[src/hdl/sbsr_pkg.sv]
// Package of constants and types for the security-banked system registers.
package sbsr_pkg;
	// Coprocessor register group numbers (primary register field).
	localparam logic [3:0] SBSR_CRN_FAULT_ADDR = 4'h6;
	localparam logic [3:0] SBSR_CRN_TLB_OP = 4'h8;
	localparam logic [3:0] SBSR_CRN_TLB_LOCK = 4'ha;
	localparam logic [3:0] SBSR_CRN_MISC = 4'hc;
	// Secondary register field values.
	localparam logic [3:0] SBSR_CRM_C0 = 4'h0;
	localparam logic [3:0] SBSR_CRM_C1 = 4'h1;
	// Opcode_2 selections.
	localparam logic [2:0] SBSR_OP2_DATA = 3'h0;
	localparam logic [2:0] SBSR_OP2_WATCH = 3'h1;
	localparam logic [2:0] SBSR_OP2_INSTR = 3'h2;
	localparam logic [2:0] SBSR_OP2_VBASE = 3'h0;
	localparam logic [2:0] SBSR_OP2_MVBASE = 3'h1;
	// Vector base layout.
	localparam int SBSR_VEC_LOW_BITS = 5;
	localparam logic [31:0] SBSR_VBASE_S_RESET = 32'h0000_0000;
	localparam logic [31:0] SBSR_HIGH_VECTORS = 32'hffff_0000;
	localparam logic [31:0] SBSR_NS_RESET = 32'h0000_0000;
	// Pending interrupt status bit positions.
	localparam int SBSR_ISR_ABORT = 8;
	localparam int SBSR_ISR_IRQ = 7;
	localparam int SBSR_ISR_FIQ = 6;
	// Access control bit for non-secure TLB lockdown.
	localparam int SBSR_NONSECURE_ACCESS_CONTROL_TL_BIT = 17;
	// Cache operation scope.
	typedef enum logic [1:0] {SBSR_SCOPE_LINE, SBSR_SCOPE_ALL} sbsr_scope_e;
	// Register access pipeline state.
	typedef enum logic [1:0] {SBSR_IDLE, SBSR_DONE} sbsr_state_e;
endpackage : sbsr_pkg

[src/hdl/sbsr_cache_sec.sv]
// Security-tag match logic for L1 cache lookups and maintenance.
`timescale 1ns/100ps
`default_nettype none
module sbsr_cache_sec
	import sbsr_pkg::*;
(
	input wire logic ns_state,
	input wire logic page_nonsecure_attribute,
	input wire logic line_security_tag,
	input wire logic maint_valid,
	input wire sbsr_pkg::sbsr_scope_e maint_scope,
	input wire logic maint_by_index,
	input wire logic maint_is_icache_inval,
	input wire logic icache_lock_nonsecure_allow,
	output logic lookup_tag,
	output logic lookup_hit_allowed,
	output logic maint_apply,
	output logic maint_undef
);
	import sbsr_pkg::*;

	// Tag compared like an extra address bit; non-secure world ignores the descriptor.
	assign lookup_tag = ns_state ? 1'b1 : page_nonsecure_attribute;
	assign lookup_hit_allowed = (line_security_tag == lookup_tag);

	// Secure world acts on all lines except by-address ops follow the page attribute.
	wire secure_apply = (maint_scope == SBSR_SCOPE_ALL) || maint_by_index
		|| (line_security_tag == page_nonsecure_attribute);
	// Non-secure world touches only non-secure lines; instruction invalidate-all may reach all.
	wire ns_all_ok = maint_is_icache_inval && icache_lock_nonsecure_allow;
	wire ns_apply = (maint_scope == SBSR_SCOPE_ALL) ? ns_all_ok : line_security_tag;
	assign maint_apply = maint_valid && (ns_state ? ns_apply : secure_apply);
	// Invalidate-all from non-secure without permission is refused as undefined.
	assign maint_undef = maint_valid && ns_state && (maint_scope == SBSR_SCOPE_ALL)
		&& !ns_all_ok;
endmodule : sbsr_cache_sec
`default_nettype wire

[src/hdl/sbsr_regs.sv]
// Security-banked system-control registers reached by coprocessor moves.
`timescale 1ns/100ps
`default_nettype none
module sbsr_regs
	import sbsr_pkg::*;
(
	input wire logic sys_clk,
	input wire logic resetn,
	input wire logic cp_valid,
	input wire logic cp_write,
	input wire logic [3:0] cp_crn,
	input wire logic [3:0] cp_crm,
	input wire logic [2:0] cp_op2,
	input wire logic [31:0] cp_wdata,
	input wire logic ns_state,
	input wire logic user_mode,
	input wire logic [31:0] nonsecure_access_control,
	input wire logic abort_to_monitor_bit,
	input wire logic fast_interrupt_input,
	input wire logic normal_interrupt_input,
	input wire logic ext_abort_event,
	input wire logic ext_abort_is_instr,
	input wire logic [31:0] ext_abort_addr,
	input wire logic abort_taken,
	input wire logic fault_valid,
	input wire logic fault_is_instr,
	input wire logic [31:0] fault_addr,
	input wire logic watch_valid,
	input wire logic [31:0] watch_addr,
	input wire logic exc_valid,
	input wire logic exc_to_monitor,
	input wire logic exc_target_ns,
	input wire logic exc_high_vectors,
	input wire logic [4:0] exc_offset,
	input wire logic tlb_entry_security_tag,
	input wire logic tlb_entry_locked_in,
	input wire logic page_nonsecure_attribute,
	input wire logic line_security_tag,
	input wire logic maint_valid,
	input wire sbsr_pkg::sbsr_scope_e maint_scope,
	input wire logic maint_by_index,
	input wire logic maint_is_icache_inval,
	input wire logic icache_lock_nonsecure_allow,
	output logic cp_done,
	output logic [31:0] cp_rdata,
	output logic cp_undef,
	output logic tlb_op_strobe,
	output logic tlb_lock_strobe,
	output logic tlb_inval_entry,
	output logic tlb_entry_locked,
	output logic exc_pc_valid,
	output logic [31:0] exc_pc,
	output logic lookup_tag,
	output logic lookup_hit,
	output logic maint_apply,
	output logic maint_undef
);
	import sbsr_pkg::*;

	localparam int VB = 32 - SBSR_VEC_LOW_BITS;
	localparam logic [SBSR_VEC_LOW_BITS-1:0] LOW_ZERO = '0;

	logic [31:0] data_fault_address_s_r, data_fault_address_ns_r, instr_fault_address_s_r, instr_fault_address_ns_r, watchpoint_fault_address_r;
	logic [VB-1:0] vbase_s_r, vbase_ns_r, mvbase_r;
	logic abort_pend_r;
	sbsr_state_e state_r;

	// Access decode: each register's select and its permission check.
	wire sel_fa = cp_valid && (cp_crn == SBSR_CRN_FAULT_ADDR);
	wire sel_data_fault_address = sel_fa && (cp_op2 == SBSR_OP2_DATA);
	wire sel_instr_fault_address = sel_fa && (cp_op2 == SBSR_OP2_INSTR);
	wire sel_watchpoint_fault_address = sel_fa && (cp_op2 == SBSR_OP2_WATCH);
	wire sel_tlbop = cp_valid && (cp_crn == SBSR_CRN_TLB_OP);
	wire sel_lock = cp_valid && (cp_crn == SBSR_CRN_TLB_LOCK);
	wire sel_misc = cp_valid && (cp_crn == SBSR_CRN_MISC);
	wire sel_vb = sel_misc && (cp_crm == SBSR_CRM_C0) && (cp_op2 == SBSR_OP2_VBASE);
	wire sel_mvb = sel_misc && (cp_crm == SBSR_CRM_C0) && (cp_op2 == SBSR_OP2_MVBASE);
	wire sel_isr = sel_misc && (cp_crm == SBSR_CRM_C1);
	wire lock_ok = !ns_state || nonsecure_access_control[SBSR_NONSECURE_ACCESS_CONTROL_TL_BIT];

	// Undefined cases: privilege, world and write-only checks.
	wire undef_now = (sel_watchpoint_fault_address && ns_state)
		|| (sel_tlbop && !cp_write)
		|| (sel_lock && !lock_ok)
		|| (sel_vb && user_mode)
		|| (sel_mvb && (user_mode || ns_state));
	wire wr_ok = cp_valid && cp_write && !undef_now;

	// Pending status assembled at the same bit places as the program status.
	logic [31:0] isr_val;
	always_comb
	begin
		isr_val = '0;
		isr_val[SBSR_ISR_ABORT] = abort_pend_r;
		isr_val[SBSR_ISR_IRQ] = normal_interrupt_input;
		isr_val[SBSR_ISR_FIQ] = fast_interrupt_input;
	end

	// Read multiplexer follows the current world for banked copies.
	logic [31:0] rd_mux;
	always_comb
	begin
		rd_mux = '0;
		if (sel_data_fault_address)
			rd_mux = ns_state ? data_fault_address_ns_r : data_fault_address_s_r;
		else if (sel_instr_fault_address)
			rd_mux = ns_state ? instr_fault_address_ns_r : instr_fault_address_s_r;
		else if (sel_watchpoint_fault_address)
			rd_mux = watchpoint_fault_address_r;
		else if (sel_vb)
			rd_mux = {ns_state ? vbase_ns_r : vbase_s_r, LOW_ZERO};
		else if (sel_mvb)
			rd_mux = {mvbase_r, LOW_ZERO};
		else if (sel_isr)
			rd_mux = isr_val;
	end

	// Exception target: monitor base first, then high vectors, else the target world's base.
	wire [31:0] base_sel = exc_to_monitor ? {mvbase_r, LOW_ZERO}
		: exc_high_vectors ? SBSR_HIGH_VECTORS
		: {exc_target_ns ? vbase_ns_r : vbase_s_r, LOW_ZERO};
	wire [31:0] exc_pc_nxt = base_sel | {27'h000_0000, exc_offset};

	// Abort capture into the secure copy when aborts are routed to monitor.
	wire ea_sec = ext_abort_event && abort_to_monitor_bit;

	// Coprocessor answer registers; one cycle after the request.
	always_ff @(posedge sys_clk)
	begin
		if (!resetn)
		begin
			cp_done <= 1'b0;
			cp_rdata <= '0;
			cp_undef <= 1'b0;
			tlb_op_strobe <= 1'b0;
			tlb_lock_strobe <= 1'b0;
			state_r <= SBSR_IDLE;
		end
		else
		begin
			cp_done <= cp_valid;
			cp_undef <= cp_valid && undef_now;
			cp_rdata <= (cp_valid && !cp_write && !undef_now) ? rd_mux : '0;
			tlb_op_strobe <= wr_ok && sel_tlbop;
			tlb_lock_strobe <= wr_ok && sel_lock;
			state_r <= cp_valid ? SBSR_DONE : SBSR_IDLE;
		end
	end

	// TLB invalidate qualification: only entries of the current world.
	always_ff @(posedge sys_clk)
	begin
		if (!resetn)
			tlb_inval_entry <= 1'b0;
		else
			tlb_inval_entry <= wr_ok && sel_tlbop
				&& (tlb_entry_security_tag == ns_state);
	end

	// Lock state is not dropped by later restriction; it follows tlb_entry_locked_in and reset clears it.
	always_ff @(posedge sys_clk)
	begin
		if (!resetn)
			tlb_entry_locked <= 1'b0;
		else
			tlb_entry_locked <= tlb_entry_locked_in;
	end

	// Fault address banks; hardware capture wins over a same-cycle write.
	always_ff @(posedge sys_clk)
	begin
		if (ea_sec && !ext_abort_is_instr)
			data_fault_address_s_r <= ext_abort_addr;
		else if (fault_valid && !fault_is_instr && !ns_state)
			data_fault_address_s_r <= fault_addr;
		else if (wr_ok && sel_data_fault_address && !ns_state)
			data_fault_address_s_r <= cp_wdata;
		if (ea_sec && ext_abort_is_instr)
			instr_fault_address_s_r <= ext_abort_addr;
		else if (fault_valid && fault_is_instr && !ns_state)
			instr_fault_address_s_r <= fault_addr;
		else if (wr_ok && sel_instr_fault_address && !ns_state)
			instr_fault_address_s_r <= cp_wdata;
	end

	// Non-secure fault copies and the watchpoint register.
	always_ff @(posedge sys_clk)
	begin
		if (fault_valid && !fault_is_instr && ns_state && !ea_sec)
			data_fault_address_ns_r <= fault_addr;
		else if (wr_ok && sel_data_fault_address && ns_state)
			data_fault_address_ns_r <= cp_wdata;
		if (fault_valid && fault_is_instr && ns_state && !ea_sec)
			instr_fault_address_ns_r <= fault_addr;
		else if (wr_ok && sel_instr_fault_address && ns_state)
			instr_fault_address_ns_r <= cp_wdata;
		if (watch_valid)
			watchpoint_fault_address_r <= watch_addr;
		else if (wr_ok && sel_watchpoint_fault_address)
			watchpoint_fault_address_r <= cp_wdata;
	end

	// Vector bases; only the secure copy has a reset value.
	always_ff @(posedge sys_clk)
	begin
		if (!resetn)
			vbase_s_r <= SBSR_VBASE_S_RESET[31:SBSR_VEC_LOW_BITS];
		else if (wr_ok && sel_vb && !ns_state)
			vbase_s_r <= cp_wdata[31:SBSR_VEC_LOW_BITS];
	end

	// The non-secure and monitor bases keep no reset; boot code programs them.
	always_ff @(posedge sys_clk)
	begin
		if (wr_ok && sel_vb && ns_state)
			vbase_ns_r <= cp_wdata[31:SBSR_VEC_LOW_BITS];
		if (wr_ok && sel_mvb)
			mvbase_r <= cp_wdata[31:SBSR_VEC_LOW_BITS];
	end

	// Abort pending: a new abort wins over the take in the same cycle.
	// Writes to the status register never reach this flop.
	always_ff @(posedge sys_clk)
	begin
		if (!resetn)
			abort_pend_r <= 1'b0;
		else if (ext_abort_event)
			abort_pend_r <= 1'b1;
		else if (abort_taken)
			abort_pend_r <= 1'b0;
	end

	// Exception target address registered for the fetch stage.
	always_ff @(posedge sys_clk)
	begin
		if (!resetn)
		begin
			exc_pc_valid <= 1'b0;
			exc_pc <= SBSR_NS_RESET;
		end
		else
		begin
			exc_pc_valid <= exc_valid;
			exc_pc <= exc_valid ? exc_pc_nxt : exc_pc;
		end
	end

	// Cache security logic lives in its own module; its outputs are registered here.
	logic lk_tag, lk_hit, mt_apply, mt_undef;
	sbsr_cache_sec u_cache_sec (
		.ns_state(ns_state),
		.page_nonsecure_attribute(page_nonsecure_attribute),
		.line_security_tag(line_security_tag),
		.maint_valid(maint_valid),
		.maint_scope(maint_scope),
		.maint_by_index(maint_by_index),
		.maint_is_icache_inval(maint_is_icache_inval),
		.icache_lock_nonsecure_allow(icache_lock_nonsecure_allow),
		.lookup_tag(lk_tag),
		.lookup_hit_allowed(lk_hit),
		.maint_apply(mt_apply),
		.maint_undef(mt_undef)
	);

	// Registered cache qualifiers.
	always_ff @(posedge sys_clk)
	begin
		if (!resetn)
		begin
			lookup_tag <= 1'b0;
			lookup_hit <= 1'b0;
			maint_apply <= 1'b0;
			maint_undef <= 1'b0;
		end
		else
		begin
			lookup_tag <= lk_tag;
			lookup_hit <= lk_hit;
			maint_apply <= mt_apply;
			maint_undef <= mt_undef;
		end
	end

	// Checks on the registered behaviour.
	a_user_vbase_undef: assert property (@(posedge sys_clk) disable iff (!resetn)
		(sel_vb && user_mode) |=> cp_undef && cp_done)
		else $error("User access to vector base not refused");
	a_ns_mvbase_undef: assert property (@(posedge sys_clk) disable iff (!resetn)
		(sel_mvb && ns_state) |=> cp_undef)
		else $error("Non-secure monitor base access not refused");
	a_lock_gate: assert property (@(posedge sys_clk) disable iff (!resetn)
		(sel_lock && ns_state && !nonsecure_access_control[SBSR_NONSECURE_ACCESS_CONTROL_TL_BIT]) |=>
		cp_undef && !tlb_lock_strobe)
		else $error("Non-secure lockdown access not refused");
	a_tlb_no_read: assert property (@(posedge sys_clk) disable iff (!resetn)
		(sel_tlbop && !cp_write) |=> cp_undef && (cp_rdata == 32'h0000_0000))
		else $error("TLB operation read not refused");
	a_abort_sticky: assert property (@(posedge sys_clk) disable iff (!resetn)
		ext_abort_event |=> abort_pend_r)
		else $error("Abort pending not set");
	a_abort_clear: assert property (@(posedge sys_clk) disable iff (!resetn)
		(abort_taken && !ext_abort_event) |=> !abort_pend_r)
		else $error("Abort pending not cleared on take");
	a_isr_layout: assert property (@(posedge sys_clk) disable iff (!resetn)
		(sel_isr && !cp_write) |=> (cp_rdata[31:9] == 23'h0) && (cp_rdata[5:0] == 6'h0)
		&& (cp_rdata[SBSR_ISR_IRQ] == $past(normal_interrupt_input)))
		else $error("Status register layout wrong");
	a_high_vec: assert property (@(posedge sys_clk) disable iff (!resetn)
		(exc_valid && exc_high_vectors && !exc_to_monitor) |=>
		exc_pc_valid && (exc_pc[31:5] == SBSR_HIGH_VECTORS[31:5]))
		else $error("High vector base not used");
	a_ns_lookup: assert property (@(posedge sys_clk) disable iff (!resetn)
		ns_state |=> lookup_tag)
		else $error("Non-secure lookup not on non-secure lines");
	a_tlb_inval_tag: assert property (@(posedge sys_clk) disable iff (!resetn)
		(sel_tlbop && cp_write && (tlb_entry_security_tag != ns_state)) |=> !tlb_inval_entry)
		else $error("Invalidate touched other world entry");
	c_vb_write: cover property (@(posedge sys_clk) disable iff (!resetn) wr_ok && sel_vb);
	c_mvb_read: cover property (@(posedge sys_clk) disable iff (!resetn)
		sel_mvb && !cp_write && !undef_now);
	c_ea_capture: cover property (@(posedge sys_clk) disable iff (!resetn) ea_sec);
	c_monitor_exc: cover property (@(posedge sys_clk) disable iff (!resetn)
		exc_valid && exc_to_monitor);
	c_back_to_back: cover property (@(posedge sys_clk) disable iff (!resetn)
		(state_r == SBSR_DONE) && cp_valid);
endmodule : sbsr_regs
`default_nettype wire

[config.mk]
export PLATFORM = sky130hd
export DESIGN_NAME = sbsr_regs
export DESIGN_NICKNAME = d
export VERILOG_FILES = /design/src/hdl/sbsr_pkg.sv /design/src/hdl/sbsr_cache_sec.sv /design/src/hdl/sbsr_regs.sv
export SDC_FILE = /design/constraint.sdc
export NUM_CORES = 1
export LEC_CHECK = 0
export BUFFER_PORTS_ARGS = -buffer_cell sky130_fd_sc_hd__buf_2
export CORE_ASPECT_RATIO = 2
export CORE_MARGIN = 1.5
export CORE_UTILIZATION = 45
export CTS_CLUSTER_SIZE = 10
export DETAILED_ROUTE_END_ITERATION = 16
export GPL_TIMING_DRIVEN = 1
export PLACE_DENSITY = 0.67
export SYNTH_ARGS = -nofsm -noshare
export SYNTH_HDL_FRONTEND = slang
export SYNTH_SLANG_ARGS = --single-unit
[constraint.sdc]
create_clock -name sys_clk -period 15.8 [get_ports sys_clk]
set_clock_uncertainty 0.05 [all_clocks]
set_input_delay 3.16 -clock sys_clk [delete_from_list [all_inputs] [get_ports sys_clk]]
set_output_delay 3.16 -clock sys_clk [all_outputs]
set_load 0.1 [all_outputs]
==> results.cfg <==
[cells_and_area]
multi_input_area_um2 = 6390
register_area_um2 = 8490
area_delta_synth_final_pct = 17.4
nets = 1670
fillers = 3003
drive_gt1_frac = 0.319
layout.cells.non_filler = 1928

[place]
pre_cts_ws_ps = 9280
io_buffers = 248
dp_cells = 1862
gp_congestion = 0.821
dpl.hpwl_um = 28100

[global_routing]
met1_usage = 0.293
grt.total_usage = 0.255
grt-busiest-layer = met2
grt_max_degree = 94
use_met2 = 0.462
met3_usage = 0.0327
grt_pass1_wl_um = 67700
grt_antenna_before_repair = 2
grt_pass1_vias = 11498
grt-ovfl-total = 0

[detailed_routing]
dr.pass1.iters = 5
vias = 11273
antenna_left = 0
post_drt_via_cell_ratio = 5.85
finalWirelength_um = 45000
dr.first_iter.drc_count = 789
drc = 0
wl_per_cell_um = 23.3

[synthesis]
ys_warn_count = 0
yosys_most_used_dff = edfxtp_1
synth_fp_nets = 1464
ys_ff_latch = 317
yosys.area.top_type = edfxtp_1
yosysMostFrequentCell = edfxtp_1
syn_area_um2 = 15300
synth_edf_count = 214
synth_top_area_frac = 0.420
synth_area_leaders = edfxtp_1, dfxtp_1, mux2i_1
synthDistinctLibCells = 54
syn_inst = 1259
syn_area_per_cell_um2 = 12.1
synthArstFlopShare = 0
netlist_top_cells_count = edfxtp_1, mux2i_1, o21ai_0
seq_area_frac_synth = 0.555

[worst_setup_path]
crit_start = cp_op2[1]
cp-start-kind = input port
cp-end-kind = register
reg2reg_depth = 3
required_ps = 16170
arrival_ps = 6400
r2r_end = cp_rdata[30]$_SDFF_PN0_
critPathCapture = cp_rdata[31]$_SDFF_PN0_
critical_path_class = input port to register
critical_path.max_fanout = 40
ff2ff_setup_slack_ps = 14290
r2r-start = vbase_ns_r[25]$_DFFE_PP_

[timing]
fin_tns_setup_ps = 0
period_minus_slack_ps = 6030
fmax_mhz = 166
rsz0062_at_grt = false
fin_ws_ps = 9770
slew_viol_final = 0
setup_viol = 0
fin_crit_sh = 0.382
hold_viol_final = 0
relSlewSlack = 0.235
max_slew.worst_pin.slew_ps = 1140

[clock_network]
clkLatencyLatePin_ps = 520
cts_setup_buffers = 0
h-tree-depth = 2
clock-root-buffer = clkbuf_16
cts_made_buffers = 37
cts_tree = yes
clkSlewWorstSetupHoldPaths_ps = 50
clockBufferDepth = 3
hold_buffers = 0
cts-resized-gates = 0
cts.sinks = 317

[power]
peakVddDrop_mv = 0.0862
leakage_nw = 6.90
p_total_w = 0.00194
power_density_nw_per_um2 = 108

[floorplan]
fp-row-count = 95
ios = 280
fp.dieW_um = 133
start_util = 0.456
die_area_um2 = 35100
coreArea_um2 = 33500
die-height_um = 264

[hold_path]
hp-class = register to register

[flow_run]
maxCapViolCount = 0

[status]
outcome = finished, final reports clean
## cell usage in the layout, fill, tap and decap left out, types with 22 or more instances in the layout
cell type | synthesis | layout
dfxtp_1 | 103 | 103
a32oi_1 | 24 | 24
mux2i_1 | 166 | 166
clkbuf_16 | 0 | 37
nand3_1 | 30 | 30
mux2_2 | 118 | 118
buf_4 | 4 | 22
nand2b_1 | 26 | 26
nor2b_1 | 35 | 34
o21ai_0 | 119 | 116
buf_2 | 16 | 246
o21ai_1 | 23 | 23
edfxtp_1 | 214 | 214
clkbuf_1 | 73 | 26
nand2_1 | 118 | 118
## stage by stage
| step | hold slack (ps) | util | cell area, um^2 |
|---|---|---|---|
| 3_3_place_gp | 397 | 0.504 | 16900 |
| 5_1_grt | 438 | 0.535 | 17900 |
| 4_1_cts | 413 | 0.535 | 17900 |
| 2_1_floorplan | 388 | - | 15300 |
| 6_report | 412 | 0.535 | 17900 |
| 3_5_place_dp | 401 | 0.504 | 16900 |
## worst max-delay path, cell delays in order
cell and delay (ps):
buf_2 760, and4b_1 290, and3_4 170, o31a_1 300
or4_2 970, buf_4 390, a2111oi_2 300
## cell type report
cell class                      instances  share of cell area
Sequential cell                       317               0.473
Multi-Input combinational cell        820               0.356
Timing Repair Buffer                  269              0.0784
Clock buffer                           64              0.0578
Tap cell                              436              0.0304
Inverter                               20             0.00418
Antenna cell                            2            0.000279
## worst min-delay path by stage
stage | start | depth (start not counted) | slack [ps] | end
floorplan | vbase_s_r[10]$_SDFFE_PN0P_ | 2 | 390 | vbase_s_r[10]$_SDFFE_PN0P_
global placement | vbase_s_r[24]$_SDFFE_PN0P_ | 2 | 400 | vbase_s_r[24]$_SDFFE_PN0P_
detailed placement | vbase_s_r[7]$_SDFFE_PN0P_ | 2 | 400 | vbase_s_r[7]$_SDFFE_PN0P_
CTS | vbase_s_r[3]$_SDFFE_PN0P_ | 2 | 410 | vbase_s_r[3]$_SDFFE_PN0P_
global route | vbase_s_r[15]$_SDFFE_PN0P_ | 2 | 440 | vbase_s_r[15]$_SDFFE_PN0P_
finish | vbase_s_r[8]$_SDFFE_PN0P_ | 2 | 410 | vbase_s_r[8]$_SDFFE_PN0P_
## flip-flops by register name (all words and copies together) (netlist names), 27 cells and up
| signal | cells |
|---|---|
| vbase_s_r | 27 |
| data_fault_address_ns_r | 32 |
| mvbase_r | 27 |
| vbase_ns_r | 27 |
| watchpoint_fault_address_r | 32 |
| cp_rdata | 32 |
| instr_fault_address_ns_r | 32 |
| instr_fault_address_s_r | 32 |
| exc_pc | 32 |
| data_fault_address_s_r | 32 |
## where the power goes
group	switching [W]	internal, W
Combinational	0.000153	0.0000782
Clock	0.000324	0.000441
Sequential	0.0000119	0.000930
Total	0.000490	0.00145
## cell families after synthesis
group	share of synthesized area
xor+xnor	0.00115
compound gates	0.126
simple gates	0.0886
mux	0.196
flops	0.555
buf+inv	0.0337
## per-layer routing
| layer | up-vias | part of all wire |
|---|---|---|
| li1 | 5148 | - |
| met4 | 0 | 0.046 |
| met3 | 114 | 0.058 |
| met2 | 480 | 0.53 |
| met1 | 5531 | 0.37 |
| met5 | - | 0 |
Note: power is estimated with default switching activity, not from simulation.
